<file path="config.mk">
export PLATFORM = sky130hd
export DESIGN_NAME = eeu_ctrl
export DESIGN_NICKNAME = d
export VERILOG_FILES = /design/src/verilog/eeu_pkg.sv /design/src/verilog/eeu_sel_if.sv /design/src/verilog/eeu_ctrl.sv /design/src/verilog/eeu_select.sv
export VERILOG_INCLUDE_DIRS = /design/src /design/src/verilog
export SDC_FILE = /design/constraint.sdc
export NUM_CORES = 1
export LEC_CHECK = 0
export BUFFER_PORTS_ARGS = -buffer_cell sky130_fd_sc_hd__buf_4
export CAP_MARGIN = 20
export CELL_PAD_IN_SITES_DETAIL_PLACEMENT = 1
export CELL_PAD_IN_SITES_GLOBAL_PLACEMENT = 1
export CORE_ASPECT_RATIO = 0.5
export CORE_MARGIN = 2
export CORE_UTILIZATION = 45
export CTS_CLUSTER_SIZE = 30
export DETAILED_ROUTE_END_ITERATION = 8
export PLACE_DENSITY = 0.95
export SETUP_SLACK_MARGIN = 0.4
export SYNTH_ARGS = -nofsm -noshare
export SYNTH_HDL_FRONTEND = slang
export SYNTH_SLANG_ARGS = --single-unit
</file>
<file path="constraint.sdc">
create_clock -name sys_clk -period 9.95 [get_ports sys_clk]
set_clock_uncertainty 0.1 [all_clocks]
set_input_delay 1.99 -clock sys_clk [delete_from_list [all_inputs] [get_ports sys_clk]]
set_output_delay 1.99 -clock sys_clk [all_outputs]
set_load 0.05 [all_outputs]
</file>
<file path="src/verilog/eeu_defs.svh">
/*
  Bit positions, masks, reset values and vector offsets of the exception
  entry and return control block.
  Assumes index 0 is the least significant bit of the 32-bit state word.
*/
`ifndef EEU_DEFS_SVH
`define EEU_DEFS_SVH

// State word field positions.
`define EEU_POW   18
`define EEU_REMAP      17
`define EEU_EXC_ENDIAN 16
`define EEU_ASYNC_EN   15
`define EEU_USER       14
`define EEU_FLOAT_AV   13
`define EEU_MCHK_EN    12
`define EEU_TRAP_A     11
`define EEU_STEP       10
`define EEU_BR_TRACE   9
`define EEU_TRAP_B     8
`define EEU_PREFIX     6
`define EEU_IXLATE     5
`define EEU_DXLATE     4
`define EEU_RECOV      1
`define EEU_BYTE_SWAP  0

// Implemented bits, bits cleared on entry, and reset values.
`define EEU_MSW_WMASK   32'h0007FF73
`define EEU_ENTRY_CLR   32'h0006EF33
`define EEU_MSW_RESET   32'h00000040
`define EEU_CFG_RESET   32'h00000000

// Upper twelve address bits of the handler base.
`define EEU_BASE_LOW    12'h000
`define EEU_BASE_HIGH   12'hFFF

// Vector offsets.
`define EEU_VEC_SRESET  20'h00100
`define EEU_VEC_MCHK    20'h00200
`define EEU_VEC_DSI     20'h00300
`define EEU_VEC_ISI     20'h00400
`define EEU_VEC_EXT     20'h00500
`define EEU_VEC_ALIGN   20'h00600
`define EEU_VEC_PROG    20'h00700
`define EEU_VEC_FPU     20'h00800
`define EEU_VEC_DEC     20'h00900
`define EEU_VEC_SC      20'h00C00
`define EEU_VEC_TRACE   20'h00D00
`define EEU_VEC_ITLB    20'h01000
`define EEU_VEC_DTLB_LD 20'h01100
`define EEU_VEC_DTLB_ST 20'h01200
`define EEU_VEC_IABR    20'h01300
`define EEU_VEC_SMI     20'h01400

`endif

</file>
<file path="src/verilog/eeu_pkg.sv">
/*
  Types of the exception entry and return control block.
  Assumes nothing of its surroundings.
*/
package eeu_pkg;
    typedef enum logic [2:0] {
        EEU_RUN      = 3'h1,
        EEU_RFI_WAIT = 3'h2,
        EEU_STOP     = 3'h4
    } eeu_state_t;

    typedef enum logic [3:0] {
        EEU_X_SRESET = 4'h0, EEU_X_MCHK    = 4'h1, EEU_X_DSI     = 4'h2,
        EEU_X_ISI    = 4'h3, EEU_X_EXT     = 4'h4, EEU_X_ALIGN   = 4'h5,
        EEU_X_PROG   = 4'h6, EEU_X_FPU     = 4'h7, EEU_X_DEC     = 4'h8,
        EEU_X_SC     = 4'h9, EEU_X_TRACE   = 4'hA, EEU_X_ITLB    = 4'hB,
        EEU_X_DTLB_LD = 4'hC, EEU_X_DTLB_ST = 4'hD, EEU_X_IABR   = 4'hE,
        EEU_X_SMI    = 4'hF
    } eeu_exc_t;

    typedef enum logic [1:0] {
        EEU_SPR_MSW  = 2'h0,
        EEU_SPR_RET   = 2'h1,
        EEU_SPR_SAVED = 2'h2,
        EEU_SPR_CFG   = 2'h3
    } eeu_spr_t;
endpackage : eeu_pkg

</file>
<file path="src/verilog/eeu_sel_if.sv">
/*
  Carrier between the control core and the exception selector.
  Assumes both ends run on the same clock.
*/
`timescale 1ns/10ps
`default_nettype none
interface eeu_sel_if;
    logic              sreset;
    logic              mchk;
    logic              hold;
    logic              sync_req;
    eeu_pkg::eeu_exc_t sync_type;
    logic              prog;
    logic              fpu;
    logic              trace;
    logic              smi;
    logic              ext;
    logic              dec;
    logic              take;
    logic              use_next;
    eeu_pkg::eeu_exc_t sel_type;
    logic [19:0]       vec;

    modport arb (input sreset, mchk, hold, sync_req, sync_type, prog, fpu,
                 trace, smi, ext, dec,
                 output take, use_next, sel_type, vec);
    modport core (output sreset, mchk, hold, sync_req, sync_type, prog, fpu,
                  trace, smi, ext, dec,
                  input take, use_next, sel_type, vec);
endinterface : eeu_sel_if
`default_nettype wire

</file>
<file path="src/verilog/eeu_ctrl.sv">
/*
  Exception entry and return control with the machine state word and the
  two save registers.
  Assumes the pipeline drives its requests on sys_clk; the reset and
  machine check pins are asynchronous and are synchronised here.
*/
// Notes on behaviour
// - User bit set allows only user instructions.
// - Float bit clear blocks all float dispatch.
// - Machine check enable gates machine checks.
// - Disabled machine check enters checkstop.
// - Single step traps after next completion.
// - Branch trace traps after each branch.
// - Two trap bits encode float exception mode.
// - Float traps ignored when both bits zero.
// - Handler address is prefix base plus offset.
// - Two bits enable instruction/data translation.
// - Entry clears both translation bits.
// - Recoverable bit reports interrupted state recoverability.
// - Byte order bit selects big/little endian.
// - Async interrupts need enable; entry clears it.
// - System reset is never masked.
// - Config register enables each machine check source.
// - Take only enabled, after older exceptions.
// - Entry loads return address by type.
// - Entry loads saved state: info plus copies.
// - New state and saves ready at handler fetch.
// - Return waits for older instructions to finish.
// - Return restores state word from saved copy.
// - Entry copies exception endian into byte order.
// - TLB miss sets remap bit; return clears.
`timescale 1ns/10ps
`default_nettype none
`include "eeu_defs.svh"
module eeu_ctrl #(
    parameter int MC_N = 4
) (
    input  wire logic              sys_clk,
    input  wire logic              nrst,
    input  wire logic              sreset_pin,
    input  wire logic [MC_N-1:0]   mchk_pin,
    input  wire logic              ext_int,
    input  wire logic              smi_int,
    input  wire logic              dec_int,
    input  wire logic              older_exc_pending,
    input  wire logic              older_busy,
    input  wire logic [31:0]       cur_addr,
    input  wire logic [31:0]       next_addr,
    input  wire logic              sync_req,
    input  wire eeu_pkg::eeu_exc_t sync_type,
    input  wire logic [9:0]        sync_info,
    input  wire logic              instr_done,
    input  wire logic              instr_is_branch,
    input  wire logic              sup_instr,
    input  wire logic              fp_instr,
    input  wire logic              fp_exc_cond,
    input  wire logic              rfi_req,
    input  wire logic              spr_wr,
    input  wire eeu_pkg::eeu_spr_t spr_sel,
    input  wire logic [31:0]       spr_wdata,
    output logic [31:0]            spr_rdata,
    output logic [31:0]            msw,
    output logic                   redirect,
    output logic [31:0]            redirect_addr,
    output eeu_pkg::eeu_exc_t      taken_type,
    output logic                   rfi_done,
    output logic                   checkstop,
    output logic                   user_mode,
    output logic                   fp_dispatch_en,
    output logic [1:0]             float_mode,
    output logic                   instr_xlate,
    output logic                   data_xlate,
    output logic                   little_endian
);
    import eeu_pkg::*;

    logic              rst_q1;
    logic              rst_n;
    logic [MC_N:0]     pin_s1;
    logic [MC_N:0]     pin_s2;
    logic [MC_N:0]     pin_s3;
    logic              sreset_evt;
    logic              mchk_any;
    eeu_state_t        state;
    eeu_state_t        next_state;
    logic [31:0]       ret_addr;
    logic [31:0]       saved_msw;
    logic [31:0]       cfg;
    logic [31:0]       next_msw;
    logic [31:0]       next_ret_addr;
    logic [31:0]       next_saved_msw;
    logic [31:0]       next_cfg;
    logic [31:0]       next_rdata;
    logic              next_redirect;
    logic [31:0]       next_raddr;
    eeu_exc_t          next_type;
    logic              next_rfi_done;
    logic              enter;
    logic              restore;
    logic              mc_stop;
    logic [9:0]        info;

    eeu_sel_if sel ();

    eeu_select u_select (
        .s (sel.arb)
    );

    // Reset release through two flops so every flop leaves reset together.
    always_ff @(posedge sys_clk or negedge nrst) begin
        if (!nrst) begin
            rst_q1 <= 1'b0;
            rst_n  <= 1'b0;
        end else begin
            rst_q1 <= 1'b1;
            rst_n  <= rst_q1;
        end
    end

    // Pin synchronisers; the third stage only serves the edge detector.
    always_ff @(posedge sys_clk or negedge rst_n) begin
        if (!rst_n) begin
            pin_s1 <= '0;
            pin_s2 <= '0;
            pin_s3 <= '0;
        end else begin
            pin_s1 <= {sreset_pin, mchk_pin};
            pin_s2 <= pin_s1;
            pin_s3 <= pin_s2;
        end
    end

    // Rising edges only, so a held pin raises one exception, not a stream.
    assign sreset_evt = pin_s2[MC_N] & ~pin_s3[MC_N];
    assign mchk_any = |(pin_s2[MC_N-1:0] & ~pin_s3[MC_N-1:0] & cfg[MC_N-1:0]);

    // Requests to the selector, each already gated by its enable.
    always_comb begin
        sel.sreset    = sreset_evt;
        sel.mchk      = mchk_any & msw[`EEU_MCHK_EN];
        sel.hold      = older_exc_pending;
        sel.sync_req  = sync_req;
        sel.sync_type = sync_type;
        // float traps need a mode bit
        sel.prog      = (sup_instr & msw[`EEU_USER]) |
                        (fp_exc_cond & (msw[`EEU_TRAP_A] | msw[`EEU_TRAP_B]));
        sel.fpu       = fp_instr & ~msw[`EEU_FLOAT_AV];
        sel.trace     = instr_done &
                        (msw[`EEU_STEP] | (msw[`EEU_BR_TRACE] & instr_is_branch));
        sel.smi       = smi_int & msw[`EEU_ASYNC_EN];
        sel.ext       = ext_int & msw[`EEU_ASYNC_EN];
        sel.dec       = dec_int & msw[`EEU_ASYNC_EN];
    end

    // Control state, registers and redirect. Hardware entry and return are
    // applied after software writes, so they win a same-cycle collision.
    always_comb begin
        next_state    = state;
        next_msw      = msw;
        next_ret_addr  = ret_addr;
        next_saved_msw = saved_msw;
        next_cfg       = cfg;
        next_redirect = 1'b0;
        next_raddr    = redirect_addr;
        next_type     = taken_type;
        next_rfi_done = 1'b0;
        enter         = 1'b0;
        restore       = 1'b0;
        mc_stop       = mchk_any & ~msw[`EEU_MCHK_EN] & ~sreset_evt;
        info          = (sync_req & ~sreset_evt & ~sel.mchk) ? sync_info : 10'h000;
        if (spr_wr && state != EEU_STOP) begin
            case (spr_sel)
                EEU_SPR_MSW:  next_msw  = spr_wdata & `EEU_MSW_WMASK;
                EEU_SPR_RET:   next_ret_addr  = spr_wdata;
                EEU_SPR_SAVED: next_saved_msw = spr_wdata;
                default:       next_cfg       = spr_wdata;
            endcase
        end
        case (state)
            EEU_RUN: begin
                if (mc_stop) begin
                    next_state = EEU_STOP;
                end else if (sel.take) begin
                    enter = 1'b1;
                end else if (rfi_req) begin
                    if (older_busy) begin
                        next_state = EEU_RFI_WAIT;
                    end else begin
                        restore = 1'b1;
                    end
                end
            end
            EEU_RFI_WAIT: begin
                if (mc_stop) begin
                    next_state = EEU_STOP;
                end else if (sel.take) begin
                    enter      = 1'b1;
                    next_state = EEU_RUN;
                end else if (!older_busy) begin
                    restore    = 1'b1;
                    next_state = EEU_RUN;
                end
            end
            EEU_STOP: begin
                next_state = EEU_STOP;
            end
            default: next_state = EEU_RUN;
        endcase
        if (enter) begin
            next_ret_addr = sel.use_next ? next_addr : cur_addr;
            next_saved_msw = {1'b0, info[9:6], msw[26:22], info[5:0], msw[15:0]};
            next_msw  = msw & ~`EEU_ENTRY_CLR;
            next_msw[`EEU_BYTE_SWAP] = msw[`EEU_EXC_ENDIAN];
            next_msw[`EEU_REMAP] = (sel.sel_type == EEU_X_ITLB) ||
                                   (sel.sel_type == EEU_X_DTLB_LD) ||
                                   (sel.sel_type == EEU_X_DTLB_ST);
            next_raddr = {msw[`EEU_PREFIX] ? `EEU_BASE_HIGH : `EEU_BASE_LOW, sel.vec};
            next_redirect = 1'b1;
            next_type     = sel.sel_type;
        end
        if (restore) begin
            next_msw = saved_msw & `EEU_MSW_WMASK;
            next_msw[`EEU_REMAP] = 1'b0;
            next_raddr    = ret_addr;
            next_redirect = 1'b1;
            next_rfi_done = 1'b1;
        end
        case (spr_sel)
            EEU_SPR_MSW:  next_rdata = msw;
            EEU_SPR_RET:   next_rdata = ret_addr;
            EEU_SPR_SAVED: next_rdata = saved_msw;
            default:       next_rdata = cfg;
        endcase
    end

    always_ff @(posedge sys_clk or negedge rst_n) begin
        if (!rst_n) begin
            state         <= EEU_RUN;
            msw           <= `EEU_MSW_RESET;
            ret_addr      <= 32'h00000000;
            saved_msw     <= 32'h00000000;
            cfg           <= `EEU_CFG_RESET;
            spr_rdata     <= 32'h00000000;
            redirect      <= 1'b0;
            redirect_addr <= 32'h00000000;
            taken_type    <= EEU_X_SRESET;
            rfi_done      <= 1'b0;
            checkstop     <= 1'b0;
        end else begin
            state         <= next_state;
            msw           <= next_msw;
            ret_addr      <= next_ret_addr;
            saved_msw     <= next_saved_msw;
            cfg           <= next_cfg;
            spr_rdata     <= next_rdata;
            redirect      <= next_redirect;
            redirect_addr <= next_raddr;
            taken_type    <= next_type;
            rfi_done      <= next_rfi_done;
            checkstop     <= (next_state == EEU_STOP);
        end
    end

    // Decoded controls, each one or two bits of the state word flop.
    // user, float, float mode, translation and byte order controls
    assign user_mode      = msw[`EEU_USER];
    assign fp_dispatch_en = msw[`EEU_FLOAT_AV];
    assign float_mode     = {msw[`EEU_TRAP_A], msw[`EEU_TRAP_B]};
    assign instr_xlate    = msw[`EEU_IXLATE];
    assign data_xlate     = msw[`EEU_DXLATE];
    assign little_endian  = msw[`EEU_BYTE_SWAP];

    property p_entry_xlate;
        @(posedge sys_clk) disable iff (!rst_n)
        enter |=> !msw[`EEU_IXLATE] && !msw[`EEU_DXLATE] && redirect;
    endproperty
    a_entry_xlate: assert property (p_entry_xlate)
        else $error("Translation not cleared on entry.");

    property p_entry_ee;
        @(posedge sys_clk) disable iff (!rst_n)
        enter |=> !msw[`EEU_ASYNC_EN];
    endproperty
    a_entry_ee: assert property (p_entry_ee)
        else $error("Async enable not cleared on entry.");

    property p_entry_le;
        @(posedge sys_clk) disable iff (!rst_n)
        enter |=> msw[`EEU_BYTE_SWAP] == $past(msw[`EEU_EXC_ENDIAN]);
    endproperty
    a_entry_le: assert property (p_entry_le)
        else $error("Byte order not taken from exception endian bit.");

    property p_saved_machine_state_copy;
        @(posedge sys_clk) disable iff (!rst_n)
        enter |=> saved_msw[15:0] == $past(msw[15:0]) &&
                  saved_msw[26:22] == $past(msw[26:22]);
    endproperty
    a_saved_machine_state_copy: assert property (p_saved_machine_state_copy)
        else $error("Saved state copy wrong.");

    property p_base;
        @(posedge sys_clk) disable iff (!rst_n)
        enter |=> redirect_addr[31:20] ==
                  ($past(msw[`EEU_PREFIX]) ? `EEU_BASE_HIGH : `EEU_BASE_LOW);
    endproperty
    a_base: assert property (p_base)
        else $error("Handler base wrong.");

    property p_stop_holds;
        @(posedge sys_clk) disable iff (!rst_n)
        checkstop |=> checkstop && !redirect;
    endproperty
    a_stop_holds: assert property (p_stop_holds)
        else $error("Checkstop left without reset.");

    property p_mc_stop;
        @(posedge sys_clk) disable iff (!rst_n)
        (mc_stop && state != EEU_STOP) |=> checkstop && !redirect;
    endproperty
    a_mc_stop: assert property (p_mc_stop)
        else $error("Disabled machine check did not checkstop.");

    property p_sreset;
        @(posedge sys_clk) disable iff (!rst_n)
        (sreset_evt && state != EEU_STOP) |=> redirect && taken_type == EEU_X_SRESET;
    endproperty
    a_sreset: assert property (p_sreset)
        else $error("System reset was masked.");

    property p_hold;
        @(posedge sys_clk) disable iff (!rst_n)
        (older_exc_pending && !sreset_evt) |=> !redirect || rfi_done;
    endproperty
    a_hold: assert property (p_hold)
        else $error("Exception taken past an older one.");

    property p_rfi;
        @(posedge sys_clk) disable iff (!rst_n)
        rfi_done |-> !$past(older_busy) && redirect_addr == $past(ret_addr) &&
                     msw == ($past(saved_msw) & `EEU_MSW_WMASK & ~(32'h1 << `EEU_REMAP));
    endproperty
    a_rfi: assert property (p_rfi)
        else $error("Return did not restore state.");
endmodule : eeu_ctrl
`default_nettype wire

</file>
<file path="src/verilog/eeu_select.sv">
/*
  Exception selector: picks the highest priority enabled request and its
  vector offset. Purely combinational.
  Assumes the core has already applied every enable to the requests.
*/
`timescale 1ns/10ps
`default_nettype none
`include "eeu_defs.svh"
module eeu_select (
    eeu_sel_if.arb s
);
    import eeu_pkg::*;

    // Fixed priority; only system reset passes an older pending exception.
    always_comb begin
        s.take     = 1'b0;
        s.use_next = 1'b0;
        s.sel_type = EEU_X_SRESET;
        if (s.sreset) begin
            s.take = 1'b1;
        end
        else if (!s.hold) begin
            s.take = s.mchk | s.sync_req | s.prog | s.fpu | s.trace |
                     s.smi | s.ext | s.dec;
            if (s.mchk) begin
                s.sel_type = EEU_X_MCHK;
                s.use_next = 1'b1;
            end else if (s.sync_req) begin
                s.sel_type = s.sync_type;
            end else if (s.prog) begin
                s.sel_type = EEU_X_PROG;
            end else if (s.fpu) begin
                s.sel_type = EEU_X_FPU;
            end else if (s.trace) begin
                s.sel_type = EEU_X_TRACE;
                s.use_next = 1'b1;
            end else if (s.smi) begin
                s.sel_type = EEU_X_SMI;
                s.use_next = 1'b1;
            end else if (s.ext) begin
                s.sel_type = EEU_X_EXT;
                s.use_next = 1'b1;
            end else begin
                s.sel_type = EEU_X_DEC;
                s.use_next = 1'b1;
            end
        end
    end

    // Vector offset of the selected exception.
    always_comb begin
        case (s.sel_type)
            EEU_X_SRESET:  s.vec = `EEU_VEC_SRESET;
            EEU_X_MCHK:    s.vec = `EEU_VEC_MCHK;
            EEU_X_DSI:     s.vec = `EEU_VEC_DSI;
            EEU_X_ISI:     s.vec = `EEU_VEC_ISI;
            EEU_X_EXT:     s.vec = `EEU_VEC_EXT;
            EEU_X_ALIGN:   s.vec = `EEU_VEC_ALIGN;
            EEU_X_PROG:    s.vec = `EEU_VEC_PROG;
            EEU_X_FPU:     s.vec = `EEU_VEC_FPU;
            EEU_X_DEC:     s.vec = `EEU_VEC_DEC;
            EEU_X_SC:      s.vec = `EEU_VEC_SC;
            EEU_X_TRACE:   s.vec = `EEU_VEC_TRACE;
            EEU_X_ITLB:    s.vec = `EEU_VEC_ITLB;
            EEU_X_DTLB_LD: s.vec = `EEU_VEC_DTLB_LD;
            EEU_X_DTLB_ST: s.vec = `EEU_VEC_DTLB_ST;
            EEU_X_IABR:    s.vec = `EEU_VEC_IABR;
            default:       s.vec = `EEU_VEC_SMI;
        endcase
    end
endmodule : eeu_select
`default_nettype wire
</file>
## After elaboration in Yosys (flattened, before gate mapping)

Memories as Yosys holds them, arrays and structs flattened.
Cells that the tools add are included.

| word-level totals | value |
|---|---|
| memories kept | 1 |
| flip-flop bits (word level) | 219 |
| logic and storage cells | 136 |
| bits of input ports | 132 |
| ROM bits | 80 |

Memories:

| memory | depth | bits a word | read ports | clocked after Yosys merged registers in | wr ports | RTL line | text |
|---|---|---|---|---|---|---|---|
| (no name shown) | 16 | 5 | 1 | 0 | 0 | eeu_select.sv:52 | `case (s.sel_type)` |

| operators by class | value |
|---|---|
| eq/ne operators | 11 |
| multiplexer cells | 54 |
| bitwise gates (word level) | 33 |
| reduce and logical (&&, ||, !) cells | 20 |

Operator list:

| operator | count |
|---|---|
| $mux 32 | 13 |
| $pmux 32 s3 | 1 |
| $mux 4 | 9 |
| $mux 3 | 7 |
| $mux 1 | 20 |
| $and 1x1->1 | 14 |
| $eq 4x4->1 const B | 3 |
| $mux 12 | 1 |
| $reduce_bool 2->1 | 6 |
| $mux 10 | 1 |
| $or 1x1->1 | 10 |
| $pmux 3 s3 | 1 |
| $and 4x4->4 | 2 |
| $reduce_and 2->1 | 4 |
| $eq 3x3->1 const B | 2 |
| $not 1->1 | 6 |
| $reduce_bool 3->1 | 2 |
| $not 4->4 | 1 |
| $reduce_or 4->1 | 1 |
| $eq 3x1->1 const B | 1 |
| $eq 3x2->1 const B | 1 |
| $ne 3x3->1 const B | 1 |
| $reduce_and 3->1 | 1 |
| $reduce_or 3->1 | 1 |
| other kinds (8) | 9 |

## Longest topological paths before layout

| depth | value |
|---|---|
| word-level depth | 19 |
| mapped depth | 11 |

## By module

From an unflattened synthesis, not the netlist that was laid out.

| unflattened totals | value |
|---|---|
| cell total of the unflattened synthesis | 846 |
| area, all modules | 9547.9 µm² |

Modules (own cells, without submodules):

| module | instances | sequential area each (µm²) | cells each | area an instance (µm²) |
|---|---|---|---|---|
| eeu_ctrl | 1 | 5082.4 | 794 | 9171.3 |
| eeu_select | 1 | 0.0 | 52 | 376.6 |

## Least setup slack after synthesis

No wires, ideal clock.

| timing | value |
|---|---|
| path kind | input to register |
| start point | in sup_instr |
| end point | reg msw[17] |
| library setup time | 0.122 ns |
| data required time | 9.728 ns |
| cell stages on the path | 9 |
| slack | 6.294 ns |
| arrival time | 3.434 ns |
| cell sequence | a21oi_2 -> and3_1 -> a311oi_1 -> inv_1 -> ha_1 -> nor2b_1 -> nand4_1 -> o221ai_1 -> a32o_1 |

RTL lines:

| item | RTL line | text |
|---|---|---|
| start: declaration | eeu_ctrl.sv:54 | `input wire logic sup_instr,` |
| $and 1x1->1 (*) | eeu_ctrl.sv:145 | `` sel.prog = (sup_instr & msw[`EEU_USER]) \| `` |
| $or 1x1->1 (*) | eeu_ctrl.sv:145 |  |
| $mux 4 (*) | eeu_select.sv:30 | `end else if (s.prog) begin` |
| $mux 4 (*) | eeu_select.sv:28 | `end else if (s.sync_req) begin` |
| $mux 4 (*) | eeu_select.sv:25 | `if (s.mchk) begin` |
| $mux 4 (*) | eeu_select.sv:22 | `else if (!s.hold) begin` |
| $mux 4 (*) | eeu_select.sv:19 | `if (s.sreset) begin` |
| net sel.sel_type[1] | eeu_sel_if.sv:21 | `eeu_pkg::eeu_exc_t sel_type;` |
| $eq 4x4->1, on equally long branches | eeu_ctrl.sv:214, eeu_ctrl.sv:215 |  |
| $logic_or 1x1->1 | eeu_ctrl.sv:214 | `` next_msw[`EEU_REMAP] = (sel.sel_type == EEU_X_ITLB) \|\| `` |
| $logic_or 1x1->1 (*) | eeu_ctrl.sv:215 | `(sel.sel_type == EEU_X_DTLB_LD) \|\|` |
| $mux 32 (*) | eeu_ctrl.sv:209 | `if (enter) begin` |
| $mux 32 (*) | eeu_ctrl.sv:221 | `if (restore) begin` |
| end signal: assignment | eeu_ctrl.sv:239 | `` msw <= `EEU_MSW_RESET; `` |
| end signal: assignment | eeu_ctrl.sv:251 | `msw <= next_msw;` |
| end: declaration | eeu_ctrl.sv:62 | `output logic [31:0] msw,` |

The timed path passes the listed nets; every way through them passes the cells marked *. The select of a mux whose other input is x is not followed.
A chain may end at the register's enable or synchronous reset.

## Worst setup path in the final report

| timing | value |
|---|---|
| start point | in instr_is_branch |
| end point | reg msw[18] |

| between the ends | value |
|---|---|
| word-level cells in the longest chain between the ends | 14 |

RTL lines:

| item | RTL line | text |
|---|---|---|
| start: declaration | eeu_ctrl.sv:53 | `input wire logic instr_is_branch,` |
| $and 1x1->1 (*) | eeu_ctrl.sv:149 | `` (msw[`EEU_STEP] \| (msw[`EEU_BR_TRACE] & instr_is_branch)); `` |
| $or 1x1->1 (*) | eeu_ctrl.sv:149 |  |
| $and 1x1->1 (*) | eeu_ctrl.sv:148 | `sel.trace = instr_done &` |
| $or 1x1->1 (*) (2 in a row) | eeu_select.sv:23 | `s.take = s.mchk \| s.sync_req \| s.prog \| s.fpu \| s.trace \|` |
| $or 1x1->1 (*) (2 in a row) | eeu_select.sv:24 | `s.smi \| s.ext \| s.dec;` |
| $mux 1 (*) | eeu_select.sv:22 |  |
| $mux 1 (*) | eeu_select.sv:19 |  |
| $mux 1, on equally long branches | eeu_ctrl.sv:196, eeu_ctrl.sv:183 |  |
| $mux 1, on equally long branches | eeu_ctrl.sv:194, eeu_ctrl.sv:181 |  |
| $pmux 1 s2 or $mux 1 (tied branches) | n/a |  |
| $reduce_bool 3->1 (no source line) or $mux 32 (tied branches) | n/a |  |
| $reduce_and 2->1 (no source line) or $mux 32 (tied branches) | n/a |  |

Every way passes the cells marked *; elsewhere a longest branch is shown, timed or not. The select of a mux whose other input is x is not followed.

==> flow_metrics.env <==
export IMPL_core_mm2=0.0206
export IMPL_path_max_fanout=35
export IMPL_hold_class="flop to flop"
export IMPL_crit_required_ps=10210
export IMPL_via_per_inst=6.23
export IMPL_finalCriticalPeriod_ps=4350
export IMPL_ys_types=61
export IMPL_crit_slowest_cell="buf_4"
export IMPL_drtAntennaViolNets=0
export IMPL_std_cell_rows=37
export IMPL_die_h_um=107
export IMPL_track_usage=0.303
export IMPL_cts_buffer_depth=3
export IMPL_synth_top_cell_area_share=0.532
export IMPL_vias=7906
export IMPL_antenna_found_initial=0
export IMPL_tightestPinTransition_ps=1120
export IMPL_dp_final_hpwl_um=20800
export IMPL_synth_seq_cells=203
export IMPL_postSynthAreaPerCell_um2=12.0
export IMPL_crit_start="instr_is_branch"
export IMPL_htree_levels=1
export IMPL_path_class="input port to flop"
export IMPL_crit_path_max_incr_delay_ps=520
export IMPL_ys_seq_area_frac=0.537
export IMPL_clkPwrFrac=0.208
export IMPL_numCtsBuffers=20
export IMPL_sequentialPowerShare=0.352
export IMPL_routabilityCongestion=0.878
export IMPL_min_period_over_period=0.437
export IMPL_hp_start="pin_s1[2]$_DFF_PN0_"
export IMPL_postCtsSetupRepairBufs=0
export IMPL_cts_tree="built"
export IMPL_synth_area_mm2=0.00946
export IMPL_synth_ff_type="dfrtp_1"
export IMPL_setup_viol=0
export IMPL_crit_buf_inv=2
export IMPL_end_kind="flop"
export IMPL_grt_pass1_wl_um=51500
export IMPL_fin_setup_tns_ps=0
export IMPL_grt_overflow=0
export IMPL_cts_hold_buf=0
export IMPL_grt_pass1_vias=8572
export IMPL_die_area_mm2=0.0223
export IMPL_cts_root_buf="clkbuf_16"
export IMPL_internal_power_mw=2.16
export IMPL_syn_inst=789
export IMPL_initial_utilization=0.459
export IMPL_yosys_area_top_type="dfrtp_1"
export IMPL_p_leak_nw=5.69
export IMPL_critPathTopFamily="compound AO/OA/AOI/OAI gates"
export IMPL_io_pins=242
export IMPL_cpMostUsedCell="buf_4"
export IMPL_die_w_um=209
export IMPL_syn2layout_area_growth_pct=26.5
export IMPL_regToRegStartpoint="cfg[1]$_DFFE_PN0P_"
export IMPL_antenna_cells=0
export IMPL_slew_viol_final=0
export IMPL_status="finished, final reports clean"
export IMPL_drv_cap=0
export IMPL_crit_arrival_ps=4610
export IMPL_fin_nets=1119
export IMPL_cts_resized=0
export IMPL_p_sw_mw=1.77
export IMPL_remaining_drc_errors=0
export IMPL_placed_area_mm2=0.0112
export IMPL_max_vdd_ir_drop_v=0.000149
export IMPL_port_buffers=225
export IMPL_clock_sink_count=203
export IMPL_first_pass_iters=5
export IMPL_slew_headroom=0.254
export IMPL_synth_edf_count=0
export IMPL_fmax_mhz=230
export IMPL_path_clk_slew_ps=70
export IMPL_design_area_mm2=0.0120
export IMPL_avgRoutedWirePerCell_um=28.4
export IMPL_clock_latency_ps=520
export IMPL_synthTopCellsByArea="dfrtp_1 (53%), mux2_2 (9.5%), mux2i_1 (4.6%)"
export IMPL_drive_above_1_share=0.386
export IMPL_swShare=0.451
export IMPL_pwr_share_comb=0.440
export IMPL_critPathLaunchType="input port"
export IMPL_power_density_mw_per_mm2=328
export IMPL_async_reset_ff_frac=1.00
export IMPL_grt_max_degree=202
export IMPL_hold_viol_final=0
export IMPL_ys_warn_count=0
export IMPL_cp_cell_sequence="buf_4 > a21oi_1 > o21ai_1 > nor4_4 > a22oi_4 > nor2_4 > buf_4 > nand2_1 > o21ai_0"
export IMPL_drt_iter0_markers=833
export IMPL_wirelength_um=36100
export IMPL_rsz0062_at_grt="no"
[metal layers]
layer  GRT usage  wire length, um
met5           0                0
met4       0.160             1910
met3      0.0653             2950
met2       0.507            17400
met1       0.374            13900
[final timing paths]
kind | slack, ps | cells after the start | end
max | 5600 | 9 | msw[18]$_DFFE_PN0P_
min | 260 | 0 | pin_s2[2]$_DFF_PN0_
max reg2reg | 6550 | 11 | msw[17]$_DFFE_PN0P_
min reg2reg | 260 | 0 | pin_s2[2]$_DFF_PN0_
max in group asynchronous | 8480 | 1 | rst_n$_DFF_PN0_
min in group asynchronous | 420 | 1 | cfg[24]$_DFFE_PN0P_
[Yosys cell counts, types with 5 or more instances]
library cell,instances
dfrtp_1,201
nand2_1,111
mux2_2,80
mux2i_1,43
o21ai_0,43
a22o_1,31
buf_4,28
buf_2,27
nor2_1,23
a21oi_1,17
mux4_2,16
a22oi_1,15
a31oi_1,15
clkbuf_1,14
a221o_1,13
o2bb2ai_1,12
inv_1,9
o21ai_1,7
nand2b_1,6
nor2b_1,6
mux2_1,5
nand3_1,5
[metrics by stage]
step	power (mW)	utilization	setup WS, ps	hold slack (ps)	cells
after global placement	2.87	0.542	5430	234	1230
after detailed placement	2.97	0.542	5240	239	1230
after global routing	4.05	0.581	5490	269	1270
after CTS	3.81	0.575	5690	257	1266
after floorplan	2.44	-	3780	231	804
final	3.93	0.581	5600	259	1270
[power by group through the flow]
stage          clock [mW]  combinational, mW  sequential, mW
6_report            0.817               1.73            1.38
5_1_grt             0.848               1.80            1.40
4_1_cts             0.803               1.65            1.35
3_5_place_dp            0               1.61            1.36
3_3_place_gp            0               1.54            1.33
2_1_floorplan           0              0.696            1.74
[cell type report]
type	count	area (um2)
repair buffers	234	1850
clock buffers	32	637
fillers	2112	8640
multi-input cells	515	3960
clock inverters	4	48.8
flip-flops and latches	203	5090
well taps	273	342
inverters	9	33.8
[registers in the layout, indices dropped and copies added, names as in the netlist, 4 cells and up]
register       flops
msw               16
spr_rdata         32
pin_s2             5
cfg               32
saved_msw         32
redirect_addr     32
taken_type         4
pin_s3             5
ret_addr          32
pin_s1             5
[cells in the final DEF (no fill, tap or decap), drive strengths merged, types with 17 or more instances in the layout]
| cell type | instances |
|---|---|
| mux2i | 43 |
| a21oi | 19 |
| nand2 | 111 |
| a22o | 31 |
| dfrtp | 201 |
| clkbuf | 32 |
| mux2 | 85 |
| conb | 17 |
| buf | 234 |
| o21ai | 53 |
| nor2 | 26 |
[logic make-up (layout without fill, tap and decap cells)]
kind of cell | after synthesis | in the layout | synth area share
xor gates and xnor gates | 1 | 1 | 0.000926
other | 2 | 17 | 0.000794
DFF | 203 | 203 | 0.537
and+or+nand+nor | 177 | 177 | 0.0865
adders and majority gates | 4 | 4 | 0.00529
AOI/OAI and AO/OA | 172 | 172 | 0.132
muxes | 144 | 144 | 0.185
buffers and inverters | 86 | 279 | 0.0523
Power figures use the tool's default switching activity.
